### src/design/swcr_defines.vh
// register map, field positions and timing constants of the selective wake bank
`ifndef SWCR_DEFINES_VH
`define SWCR_DEFINES_VH

`define SWCR_ADDR_W 7
`define SWCR_ADDR_PAYLOAD3 7'h30
`define SWCR_ADDR_PAYLOAD2 7'h31
`define SWCR_ADDR_PAYLOAD1 7'h32
`define SWCR_ADDR_PAYLOAD0 7'h33
`define SWCR_ADDR_FD_CFG 7'h34
`define SWCR_ADDR_FINE_TRIM 7'h38
`define SWCR_ADDR_RX_OPT 7'h39
`define SWCR_ADDR_CAL_HIGH 7'h3a
`define SWCR_ADDR_CAL_LOW 7'h3b

`define SWCR_BYTE_RESET 8'h00
`define SWCR_FD_CFG_RESET 6'h00

// fd tolerance config fields
`define SWCR_FD_ERRDIS_BIT 5
`define SWCR_FD_BYPASS_BIT 4
`define SWCR_FD_TIME_HI 3
`define SWCR_FD_TIME_LO 1
`define SWCR_FD_ENABLE_BIT 0
`define SWCR_FD_WRITABLE 6'h3f

// receiver options fields
`define SWCR_OPT_RXSEL_BIT 7
`define SWCR_OPT_COARSE_HI 4
`define SWCR_OPT_COARSE_LO 0
`define SWCR_TRIM_UNLOCK 2'h3

// frame layout: 7 address bits, write flag, 8 data bits, msb first
`define SWCR_FRAME_BITS 5'h10
`define SWCR_HDR_BITS 5'h08
`define SWCR_CNT_W 5

// dominant filter timing
`define SWCR_CLK_PERIOD_NS 10
`define SWCR_DOM_STEP_NS 50
`define SWCR_DOM_LONG_NS 775
`define SWCR_DOM_LONG_CODE 3'h7
`define SWCR_DOM_CNT_W 7

`endif

### src/design/swcr_spi_slave.v
// serial frame receiver and read data shifter for the register bank
`default_nettype none
`include "swcr_defines.vh"

module swcr_spi_slave (
  input wire clock,
  input wire rst_n,
  input wire spi_cs_n,
  input wire spi_sck,
  input wire spi_mosi,
  input wire [7:0] rd_data,
  output reg spi_miso,
  output reg spi_miso_oe,
  output reg [`SWCR_ADDR_W-1:0] addr_q,
  output reg wr_en,
  output reg [7:0] wr_data
);

  reg sck_prev_q;
  reg cs_prev_q;
  reg [`SWCR_CNT_W-1:0] cnt_q;
  reg [15:0] shin_q;
  reg [7:0] shout_q;
  reg is_write_q;
  wire sck_rise;
  wire sck_fall;
  wire cs_end;

  assign sck_rise = ~spi_cs_n & spi_sck & ~sck_prev_q;
  assign sck_fall = ~spi_cs_n & ~spi_sck & sck_prev_q;
  assign cs_end = spi_cs_n & ~cs_prev_q;

  always @(posedge clock or negedge rst_n)
  begin
    if (!rst_n)
    begin
      sck_prev_q <= 1'b0;
      cs_prev_q <= 1'b1;
      cnt_q <= {`SWCR_CNT_W{1'b0}};
      shin_q <= 16'h0000;
      shout_q <= 8'h00;
      is_write_q <= 1'b0;
      addr_q <= {`SWCR_ADDR_W{1'b0}};
      wr_en <= 1'b0;
      wr_data <= 8'h00;
      spi_miso <= 1'b0;
      spi_miso_oe <= 1'b0;
    end
    else
    begin
      sck_prev_q <= spi_sck;
      cs_prev_q <= spi_cs_n;
      spi_miso_oe <= ~spi_cs_n;
      wr_en <= 1'b0;
      if (spi_cs_n)
      begin
        cnt_q <= {`SWCR_CNT_W{1'b0}};
        spi_miso <= 1'b0;
      end
      if (sck_rise)
      begin
        shin_q <= {shin_q[14:0], spi_mosi};
        if (cnt_q != `SWCR_FRAME_BITS)
          cnt_q <= cnt_q + 1'b1;
        if (cnt_q == `SWCR_HDR_BITS - 1'b1)
        begin
          addr_q <= shin_q[`SWCR_ADDR_W-1:0];
          is_write_q <= spi_mosi;
        end
      end
      // read data loads once the header is in, shifts out msb first
      if (sck_fall)
      begin
        if (cnt_q == `SWCR_HDR_BITS)
        begin
          spi_miso <= rd_data[7];
          shout_q <= {rd_data[6:0], 1'b0};
        end
        else
        begin
          spi_miso <= shout_q[7];
          shout_q <= {shout_q[6:0], 1'b0};
        end
      end
      // only a frame of at least the full 16 bits commits a write
      if (cs_end && cnt_q == `SWCR_FRAME_BITS && is_write_q)
      begin
        wr_en <= 1'b1;
        wr_data <= shin_q[7:0];
      end
    end
  end

endmodule // swcr_spi_slave
`default_nettype wire

### src/design/swcr_dom_filter.v
// digital dominant pulse suppression on the wake receive path
`default_nettype none
`include "swcr_defines.vh"

module swcr_dom_filter (
  input wire clock,
  input wire rst_n,
  input wire [2:0] time_code,
  input wire rxd_in,
  output reg rxd_out
);

  reg [`SWCR_DOM_CNT_W-1:0] cnt_q;
  wire [`SWCR_DOM_CNT_W-1:0] limit;

  // least time, rounded up to whole clock cycles
  function [`SWCR_DOM_CNT_W-1:0] dom_cycles;
    input [2:0] code;
    integer ns;
    integer cyc;
    begin
      if (code == `SWCR_DOM_LONG_CODE)
        ns = `SWCR_DOM_LONG_NS;
      else
        ns = `SWCR_DOM_STEP_NS * (code + 1);
      // divide before cutting to width, the long code exceeds the counter range in ns
      cyc = (ns + `SWCR_CLK_PERIOD_NS - 1) / `SWCR_CLK_PERIOD_NS;
      dom_cycles = cyc[`SWCR_DOM_CNT_W-1:0];
    end
  endfunction

  assign limit = dom_cycles(time_code);

  always @(posedge clock or negedge rst_n)
  begin
    if (!rst_n)
    begin
      cnt_q <= {`SWCR_DOM_CNT_W{1'b0}};
      rxd_out <= 1'b1;
    end
    else if (rxd_in)
    begin
      cnt_q <= {`SWCR_DOM_CNT_W{1'b0}};
      rxd_out <= 1'b1;
    end
    else
    begin
      if (cnt_q < limit)
        cnt_q <= cnt_q + 1'b1;
      if (cnt_q + 1'b1 >= limit)
        rxd_out <= 1'b0;
    end
  end

endmodule // swcr_dom_filter
`default_nettype wire

### src/design/swcr_regs.v
// selective wake payload, fd tolerance, trim and calibration register bank
// Summary of operation
// payload bytes rw, cleared by reset and by soft reset
// reserved bits read back as zero
// error counter suspended only with fd mode enabled
// silence timeout clears error counter disable bit
// bypass bit routes receiver around analog filter
// filter code selects 50-350 ns or 775 ns
// dominant filter applies even when bypassed
// bit zero enables fd tolerant mode
// trim code writable only when unlock is 11
// trim bits 0-4 are monotonic fine step
// software keeps temperature trim bits 5-7
// receiver select bit, unlocked access only
// software should pick the low power receiver
// software rewrites coarse trim with receiver select
// options bits 4:0 hold coarse trim code
// calibration registers read only, reset to zero
// fine trim register has no reset value
// writes to read only or reserved ignored
`default_nettype none
`include "swcr_defines.vh"

module swcr_regs (
  input wire clock,
  input wire rst_n,
  input wire soft_reset,
  input wire spi_cs_n,
  input wire spi_sck,
  input wire spi_mosi,
  output wire spi_miso,
  output wire spi_miso_oe,
  input wire [1:0] trim_unlock,
  input wire silence_timeout,
  input wire cal_update,
  input wire [7:0] cal_high_in,
  input wire [7:0] cal_low_in,
  input wire rxd_analog,
  input wire rxd_unfiltered,
  output reg rxd_wake,
  output reg error_counter_suspend,
  output reg [12:0] oscillator_trim_code,
  output reg wake_receiver_select,
  output reg [7:0] payload_byte_zero,
  output reg [7:0] payload_byte_one,
  output reg [7:0] payload_byte_two,
  output reg [7:0] payload_byte_three
);

  wire [`SWCR_ADDR_W-1:0] addr;
  wire wr_en;
  wire [7:0] wr_data;
  reg [7:0] rd_data;
  reg [7:0] payload0_q;
  reg [7:0] payload1_q;
  reg [7:0] payload2_q;
  reg [7:0] payload3_q;
  reg [5:0] fd_cfg_q;
  reg [7:0] fine_trim_q;
  reg [4:0] coarse_trim_q;
  reg rx_sel_q;
  reg [7:0] cal_high_q;
  reg [7:0] cal_low_q;
  reg rxd_sel;
  wire unlocked;
  wire rxd_filt;

  function wr_hit;
    input en;
    input [`SWCR_ADDR_W-1:0] a;
    input [`SWCR_ADDR_W-1:0] target;
    begin
      wr_hit = en & (a == target);
    end
  endfunction

  assign unlocked = (trim_unlock == `SWCR_TRIM_UNLOCK);

  swcr_spi_slave u_spi (
    .clock(clock),
    .rst_n(rst_n),
    .spi_cs_n(spi_cs_n),
    .spi_sck(spi_sck),
    .spi_mosi(spi_mosi),
    .rd_data(rd_data),
    .spi_miso(spi_miso),
    .spi_miso_oe(spi_miso_oe),
    .addr_q(addr),
    .wr_en(wr_en),
    .wr_data(wr_data)
  );

  // payload bytes
  always @(posedge clock or negedge rst_n)
  begin
    if (!rst_n)
    begin
      payload0_q <= `SWCR_BYTE_RESET;
      payload1_q <= `SWCR_BYTE_RESET;
      payload2_q <= `SWCR_BYTE_RESET;
      payload3_q <= `SWCR_BYTE_RESET;
    end
    else if (soft_reset)
    begin
      payload0_q <= `SWCR_BYTE_RESET;
      payload1_q <= `SWCR_BYTE_RESET;
      payload2_q <= `SWCR_BYTE_RESET;
      payload3_q <= `SWCR_BYTE_RESET;
    end
    else
    begin
      if (wr_hit(wr_en, addr, `SWCR_ADDR_PAYLOAD0))
        payload0_q <= wr_data;
      if (wr_hit(wr_en, addr, `SWCR_ADDR_PAYLOAD1))
        payload1_q <= wr_data;
      if (wr_hit(wr_en, addr, `SWCR_ADDR_PAYLOAD2))
        payload2_q <= wr_data;
      if (wr_hit(wr_en, addr, `SWCR_ADDR_PAYLOAD3))
        payload3_q <= wr_data;
    end
  end

  // fd tolerance config; the timeout clear takes precedence over a write
  always @(posedge clock or negedge rst_n)
  begin
    if (!rst_n)
      fd_cfg_q <= `SWCR_FD_CFG_RESET;
    else if (soft_reset)
      fd_cfg_q <= `SWCR_FD_CFG_RESET;
    else
    begin
      if (wr_hit(wr_en, addr, `SWCR_ADDR_FD_CFG))
        fd_cfg_q <= wr_data[5:0] & `SWCR_FD_WRITABLE;
      if (silence_timeout)
        fd_cfg_q[`SWCR_FD_ERRDIS_BIT] <= 1'b0;
    end
  end

  // fine trim holds whatever it powers up with
  always @(posedge clock)
  begin
    if (wr_hit(wr_en, addr, `SWCR_ADDR_FINE_TRIM) && unlocked)
      fine_trim_q <= wr_data;
  end

  // coarse trim also unreset; receiver select resets low
  always @(posedge clock)
  begin
    if (wr_hit(wr_en, addr, `SWCR_ADDR_RX_OPT) && unlocked)
      coarse_trim_q <= wr_data[`SWCR_OPT_COARSE_HI:`SWCR_OPT_COARSE_LO];
  end

  always @(posedge clock or negedge rst_n)
  begin
    if (!rst_n)
      rx_sel_q <= 1'b0;
    else if (soft_reset)
      rx_sel_q <= 1'b0;
    else if (wr_hit(wr_en, addr, `SWCR_ADDR_RX_OPT) && unlocked)
      rx_sel_q <= wr_data[`SWCR_OPT_RXSEL_BIT];
  end

  // calibration status, loaded by hardware only
  always @(posedge clock or negedge rst_n)
  begin
    if (!rst_n)
    begin
      cal_high_q <= `SWCR_BYTE_RESET;
      cal_low_q <= `SWCR_BYTE_RESET;
    end
    else if (soft_reset)
    begin
      cal_high_q <= `SWCR_BYTE_RESET;
      cal_low_q <= `SWCR_BYTE_RESET;
    end
    else if (cal_update)
    begin
      cal_high_q <= cal_high_in;
      cal_low_q <= cal_low_in;
    end
  end

  // read mux
  always @*
  begin
    rd_data = 8'h00;
    case (addr)
      `SWCR_ADDR_PAYLOAD0: rd_data = payload0_q;
      `SWCR_ADDR_PAYLOAD1: rd_data = payload1_q;
      `SWCR_ADDR_PAYLOAD2: rd_data = payload2_q;
      `SWCR_ADDR_PAYLOAD3: rd_data = payload3_q;
      `SWCR_ADDR_FD_CFG: rd_data = {2'h0, fd_cfg_q};
      `SWCR_ADDR_FINE_TRIM: rd_data = fine_trim_q;
      `SWCR_ADDR_RX_OPT: rd_data = {rx_sel_q & unlocked, 2'h0, coarse_trim_q};
      `SWCR_ADDR_CAL_HIGH: rd_data = cal_high_q;
      `SWCR_ADDR_CAL_LOW: rd_data = cal_low_q;
      default: rd_data = 8'h00;
    endcase
  end

  // bypass picks the path ahead of the digital filter
  always @*
  begin
    if (fd_cfg_q[`SWCR_FD_BYPASS_BIT])
      rxd_sel = rxd_unfiltered;
    else
      rxd_sel = rxd_analog;
  end

  swcr_dom_filter u_filt (
    .clock(clock),
    .rst_n(rst_n),
    .time_code(fd_cfg_q[`SWCR_FD_TIME_HI:`SWCR_FD_TIME_LO]),
    .rxd_in(rxd_sel),
    .rxd_out(rxd_filt)
  );

  // registered outputs
  always @(posedge clock or negedge rst_n)
  begin
    if (!rst_n)
    begin
      rxd_wake <= 1'b1;
      error_counter_suspend <= 1'b0;
      oscillator_trim_code <= 13'h0000;
      wake_receiver_select <= 1'b0;
      payload_byte_zero <= `SWCR_BYTE_RESET;
      payload_byte_one <= `SWCR_BYTE_RESET;
      payload_byte_two <= `SWCR_BYTE_RESET;
      payload_byte_three <= `SWCR_BYTE_RESET;
    end
    else
    begin
      rxd_wake <= rxd_filt;
      error_counter_suspend <= fd_cfg_q[`SWCR_FD_ERRDIS_BIT]
                               & fd_cfg_q[`SWCR_FD_ENABLE_BIT];
      oscillator_trim_code <= {coarse_trim_q, fine_trim_q};
      wake_receiver_select <= rx_sel_q;
      payload_byte_zero <= payload0_q;
      payload_byte_one <= payload1_q;
      payload_byte_two <= payload2_q;
      payload_byte_three <= payload3_q;
    end
  end

endmodule // swcr_regs
`default_nettype wire

### config.mk
export PLATFORM = sky130hd
export DESIGN_NAME = swcr_regs
export DESIGN_NICKNAME = d
export VERILOG_FILES = /design/src/design/swcr_spi_slave.v /design/src/design/swcr_dom_filter.v /design/src/design/swcr_regs.v
export VERILOG_INCLUDE_DIRS = /design/src /design/src/design
export SDC_FILE = /design/constraint.sdc
export NUM_CORES = 1
export LEC_CHECK = 0
export ABC_AREA = 1
export BUFFER_PORTS_ARGS = -buffer_cell sky130_fd_sc_hd__buf_2
export CAP_MARGIN = 20
export CORE_MARGIN = 2
export CORE_UTILIZATION = 45
export DETAILED_ROUTE_END_ITERATION = 6
export PLACE_DENSITY = 0.64
export SLEW_MARGIN = 0
export SYNTH_ARGS = -nofsm -noshare
export SYNTH_HDL_FRONTEND = slang
export SYNTH_HIERARCHICAL = 1
export SYNTH_SLANG_ARGS = --single-unit
### constraint.sdc
create_clock -name clock -period 15.28 [get_ports clock]
set_input_delay 2.292 -clock clock [delete_from_list [all_inputs] [get_ports clock]]
set_output_delay 2.292 -clock clock [all_outputs]
set_load 0.02 [all_outputs]
# Yosys cells after proc, flatten, opt, wreduce, memory -nomap -nowiden
# Cells that the tools add are included.
dict set report word_totals {
  ff_bits 166
  latch_bits 0
  ramBits 0
  mem_bits_ro 0
  in_bits 28
  output_inout_bits 50
  mem_count 0
}
dict set report classes {
  addsub 5
  n_mul 1
  div_mod_pow 1
  n_lt_le_gt_ge 2
  n_eq_ne 15
  shift 0
  n_mux 32
  bitwise 18
  reduce_logical 16
}
# op count
set op_table {}
lappend op_table {{$mux 8} 13}
lappend op_table {{$pmux 8 s9} 1}
lappend op_table {{$eq 7x6->1 const B} 9}
lappend op_table {{$add 32x5->32 const B} 1}
lappend op_table {{$div 32x5->32 const B} 1}
lappend op_table {{$mul 5x32->31 const A} 1}
lappend op_table {{$mux 32} 1}
lappend op_table {{$sub 32x2->32 const B} 1}
lappend op_table {{$reduce_bool 2->1} 10}
lappend op_table {{$mux 5} 3}
lappend op_table {{$and 1x1->1} 14}
lappend op_table {{$mux 7} 2}
lappend op_table {{$mux 6} 2}
lappend op_table {{$mux 1} 10}
lappend op_table {{$add 7x1->7 const B} 1}
lappend op_table {{$ge 7x7->1} 1}
lappend op_table {{$lt 7x7->1} 1}
lappend op_table {{$add 5x1->5 const B} 1}
lappend op_table {{$eq 5x3->1 const B} 1}
lappend op_table {{$eq 5x4->1 const B} 1}
lappend op_table {{$eq 5x5->1 const B} 1}
lappend op_table {{$ne 5x5->1 const B} 1}
lappend op_table {{$add 3x1->4 const B} 1}
lappend op_table {{$logic_and 1x1->1} 4}
lappend op_table {{other kinds (5)} 8}

# Logic depth before layout (Yosys ltp)
dict set report logic_depth {
  ltp_word 9
  depth_mapped 53
  mapped_depth_nobuf 53
}

# By module
# Netlist, hierarchy kept.
# mod instances cells_each area_per_inst_um2 seq_area_each_um2
set by_module_without_submodules {}
lappend by_module_without_submodules {swcr_regs 1 454 4715.8 2969.1}
lappend by_module_without_submodules {swcr_dom_filter 1 450 2728.9 201.4}
lappend by_module_without_submodules {swcr_spi_slave 1 220 1855.5 1027.2}

# Worst setup path before layout
# No wires, ideal clock.
dict set report synth_timing {
  kind {register to register}
  startpoint {register fd_cfg_q[1]}
  endpoint {register u_filt.cnt_q[6]}
  arrival_ns 5.701
  required_ns 15.162
  slack_ns 9.461
  stages_incl_launch_ff 40
  n_path_buf 0
  period_less_slack_ns 5.819
  path_cell_list {dfrtp_1 ha_1 inv_1 ha_1 ha_1 ha_1 ha_1 nand2_1 inv_1 nand2_2 nand3_1 nand3_1 nand2_2 nand3_1 ha_1 o21ai_1 nand2_1 inv_2 [4 not listed] nand3_2 nand2_1 nand3_2 nor2_4 nand3_4 nand2_1 nand2_1 inv_2 nand2_4 nand3_4 inv_2 ha_1 a21oi_1 nor2_1 a211oi_1 nand2_4 nand3_1 nand2_1}
}
dict set report synth_between {
  elab_chain_len 8
  elab_cells_between_ends 9
  classes_between {add/sub: 3; mul: 1; div: 1; order compare: 1; eq/ne: 1; mux: 1; reduce/logical: 1}
}
# element line
set synth_rtl {}
lappend synth_rtl {{start, declared} swcr_regs.v:58} ;# reg [5:0] fd_cfg_q;
lappend synth_rtl {{start signal, assigned} swcr_regs.v:127} ;# fd_cfg_q <= `SWCR_FD_CFG_RESET;
lappend synth_rtl {{start signal, assigned} swcr_regs.v:129} ;# fd_cfg_q <= `SWCR_FD_CFG_RESET;
lappend synth_rtl {{start signal, assigned} swcr_regs.v:133} ;# fd_cfg_q <= wr_data[5:0] & `SWCR_FD_WRITABLE;
lappend synth_rtl {{$add 3x1->4} swcr_dom_filter.v:25} ;# ns = `SWCR_DOM_STEP_NS * (code + 1);
lappend synth_rtl {{$mul 5x32->31 (no line)} -}
lappend synth_rtl {{$mux 32 (*)} swcr_dom_filter.v:22} ;# if (code == `SWCR_DOM_LONG_CODE)
lappend synth_rtl {{$add 32x5->32 (no line) (*)} -}
lappend synth_rtl {{$sub 32x2->32 (*)} swcr_dom_filter.v:27} ;# cyc = (ns + `SWCR_CLK_PERIOD_NS - 1) / `SWCR_CLK_PERIOD_NS;
lappend synth_rtl {{$div 32x5->32 (no line) (*)} -}
lappend synth_rtl {{$lt 7x7->1 (*)} swcr_dom_filter.v:48} ;# if (cnt_q < limit)
lappend synth_rtl {{$reduce_bool 2->1 (no line) (*)} -}
lappend synth_rtl {{end signal, assigned} swcr_dom_filter.v:38} ;# cnt_q <= {`SWCR_DOM_CNT_W{1'b0}};
lappend synth_rtl {{end signal, assigned} swcr_dom_filter.v:43} ;# cnt_q <= {`SWCR_DOM_CNT_W{1'b0}};
lappend synth_rtl {{end signal, assigned} swcr_dom_filter.v:49} ;# cnt_q <= cnt_q + 1'b1;
lappend synth_rtl {{end, declared} swcr_dom_filter.v:13} ;# reg [`SWCR_DOM_CNT_W-1:0] cnt_q;
# Mark *: on every way between the ends. The rest lies on a longest branch, timed or not.
# A chain may end at the register's enable or synchronous reset.

# Worst setup path after layout
# Ends and elaborated chain as after synthesis.

==> summary.txt <==
Yosys
  • Syn nets: 1184
  • Ys Warns: 6
  • Yosys reg bits: 165
  • Mapped Avg Cell Area: 8.27 um2
  • Synth cell types: 45
  • Count of mapped cells out of synthesis: 1124
  • Synth async-reset ratio: 92.1%
  • Yosys top cell by area: dfrtp_1
  • Post-synth top flop: dfrtp_1
  • Mapped cell area: 9300 um2
  • Sequential area share after synthesis: 45.1%
  • Post-synth EDFFs: 13
  • Post-synth top area share: 40.1%
  • Top cells by area, synth: dfrtp_1 (40%), nand2_1 (11%), nand3_1 (9.1%)

Placed design
  • Post-DP HPWL: 16400 um
  • Gp weighted congestion: 0.874
  • Area after DPL: 9880 um2
  • I/O Buffers: 77

CTS
  • Clock Tree Root: clkbuf_16
  • CTS tree: yes
  • Cts hold-fix bufs: 0
  • Worst-case clock buffer depth: 2
  • CTS Buf Count: 17
  • CTS H-Tree Depth: 4
  • Worst-path clk slew: 70 ps
  • Setup bufs post-CTS: 0
  • Latest clock arrival within the worst-skew pair: 430 ps
  • PostCTS Resize Cnt: 0
  • Sink Count: 165

Finish
  • Diode count: 0
  • Ratio of cells with drive above 1 in the final layout: 20.6%
  • Non-Filler Cell Area, Final: 10500 um2
  • Final net count: 1258
  • Area grow syn2layout: 12.6%

Floorplanning
  • Die area: 21800 um2
  • Core area: 20200 um2
  • Chip Height: 148 um
  • Initial core utilization: 46.0%
  • Row Count: 52
  • Chip Width: 148 um
  • IO Pins: 78

Critical path
  • Worst r2r src: fd_cfg_q[1]
  • Worst setup SP type: flop
  • CP required: 15600 ps
  • Critical Path Source: fd_cfg_q[1]
  • R2r endpoint: u_filt/cnt_q[6]
  • Crit path kind: flop to flop
  • CP Capture Type: flop
  • Arrival time of the worst setup path: 6880 ps
  • R2r worst-path depth: 39
  • CP endpoint: u_filt/cnt_q[6]
  • Critical Path Fanout Max: 8
  • Slowest-stage cell, CP: a211oi_1
  • Internal reg-to-reg setup slack: 8720 ps
  • Worst path max stage delay: 790 ps

Run status
  • Status: finished, final reports clean

Timing
  • Final-report setup violation count: 0
  • Final Cycle Share: 42.9%
  • FMAX: 153 MHz
  • Worst rel slew slack: 31.8%
  • Setup repair after global routing missed its margin: no
  • Final slew viol count: 0
  • Clock Skew: 11.0 ps
  • Setup tns final: 0 ps
  • Min Tclk post-route: 6560 ps
  • Final Hold Fails: 0
  • Slew @ Worst Pin: 1020 ps

Route
  • Wirelength per Cell: 15.0 um
  • DRC Markers: 0
  • Met2 WL: 10300 um
  • Via count: 7589
  • Met3 WL: 1020 um
  • WL met1: 10600 um
  • Total Wirelength: 22200 um
  • Antenna Nets Post-Route: 0
  • Top layer in use: met4
  • Initial DRT Pass Iterations: 5
  • DR vias/cell: 5.12
  • Drt first-iter violations: 707

Pwr
  • Pwr dens: 91.3 nW/um2
  • Maximum vdd drop: 0.0793 mV
  • Leakage power: 5.41 nW
  • Tot Pwr: 0.000955 W

GRT
  • Vias in the first global route: 7144
  • Initial antenna violation count: 0
  • Global Route Usage Sum: 21.2%
  • Total congestion overflow: 0
  • Largest net degree at the start of global routing: 89
  • First-pass GRT wire length: 36500 um

Worst hold path
  • Hold Crit Class: flop to flop

Job
  • Max-cap violations: 0
-- worst max-delay path, delay by kind of cell (launching register included) --
family / cells / cell delay, ps
compound gates: 3 / 1070
buf+inv: 5 / 420
flops: 1 / 500
fa+ha+maj: 7 / 1930
simple gates: 24 / 2560
-- through the flow --
stage	hold WS [ps]	std cells	setup slack (ps)	util, %
after detailed placement	360	1448	8780	48.8
after global routing	374	1481	8100	51.7
final	370	1481	8720	51.7
after CTS	370	1480	8780	51.7
after floorplan	354	1124	9460	-
after global placement	359	1448	9010	48.8
-- synthesized netlist by cell type, types with 13 or more instances --
cell type	n
dfrtp_1	149
edfxtp_1	13
ha_1	31
inv_1	131
inv_2	27
nand2_1	278
nand2_2	23
nand3_1	169
nand3_2	18
nand4_1	32
nor2_1	56
nor2_2	14
o21ai_0	33
o21ai_1	29
o21ai_2	15
-- power by group --
group / switching [W] / internal (W) / total (W)
Sequential: 0.0000115 / 0.000455 / 0.000467
Clock: 0.000185 / 0.000229 / 0.000414
Combinational: 0.0000502 / 0.0000240 / 0.0000742
-- per-layer routing --
metal	track usage, %	vias to the layer above
met1	30.5	3591
met2	32.9	175
li1	-	3800
met5	0	-
met4	5.58	0
met3	4.23	23
-- registers in the layout (all words and copies together), names as in the netlist, 8 cells and up --
name,count
u_spi/wr_data,8
payload_byte_zero,8
cal_high_q,8
payload2_q,8
payload0_q,8
payload3_q,8
payload1_q,8
fine_trim_q,8
u_spi/shin_q,8
payload_byte_three,8
oscillator_trim_code,13
payload_byte_one,8
payload_byte_two,8
cal_low_q,8
-- final cells by class --
cell class,instances,area (um2)
sequential,165,4200
inverter,161,607
clock buffer,18,429
tap,270,338
fill,1893,9770
multi-input combinational,774,4340
timing repair buffer,79,407
clock inverter,14,146
-- cells in the final DEF (no fill, tap or decap), types with 3 or more instances in the layout --
master | Yosys | final
dfrtp_1 | 149 | 149
nand3b_1 | 4 | 4
inv_6 | 0 | 4
nor2_8 | 4 | 4
edfxtp_1 | 13 | 13
nor2_2 | 14 | 14
inv_2 | 27 | 27
nand2_1 | 278 | 278
a21oi_1 | 7 | 7
nand2_2 | 23 | 23
nand3_1 | 169 | 169
o21ai_1 | 29 | 29
nor2_4 | 10 | 10
nor3_1 | 3 | 3
o21ai_2 | 15 | 15
nand3_2 | 18 | 18
clkbuf_16 | 0 | 17
nor2_1 | 56 | 56
ha_1 | 31 | 31
nand2_4 | 8 | 8
o21ai_0 | 33 | 33
nand4_1 | 32 | 32
clkinv_4 | 0 | 5
buf_2 | 11 | 76
nand3_4 | 8 | 8
xor2_1 | 11 | 11
o211ai_1 | 3 | 3
inv_1 | 131 | 131
dfstp_2 | 3 | 3
-- worst min-delay path by stage --
stage                         from                   to  slack, ps  cells past startpoint
floorplan            payload1_q[0]  payload_byte_one[0]        350                      0
global placement    u_filt/rxd_out             rxd_wake        360                      0
detailed placement  u_filt/rxd_out             rxd_wake        360                      0
CTS                 u_filt/rxd_out             rxd_wake        370                      0
global route        u_filt/rxd_out             rxd_wake        370                      0
finish              u_filt/rxd_out             rxd_wake        370                      0
-- cell families (layout without fill, tap and decap cells) --
kind of cell / count (synthesis) / in the layout / share of synthesized area [%]
multiplexers: 1 / 1 / 0.121
flip-flops: 165 / 165 / 45.1
adder cells (fa/ha/maj): 32 / 32 / 4.39
XOR/XNOR: 13 / 13 / 1.22
buffers and inverters: 185 / 272 / 8.17
AO/OA/AOI/OAI: 92 / 92 / 5.85
AND/OR/NAND/NOR: 635 / 635 / 35.1
other: 1 / 1 / 0.0403
(Power assumes the default switching activity.)
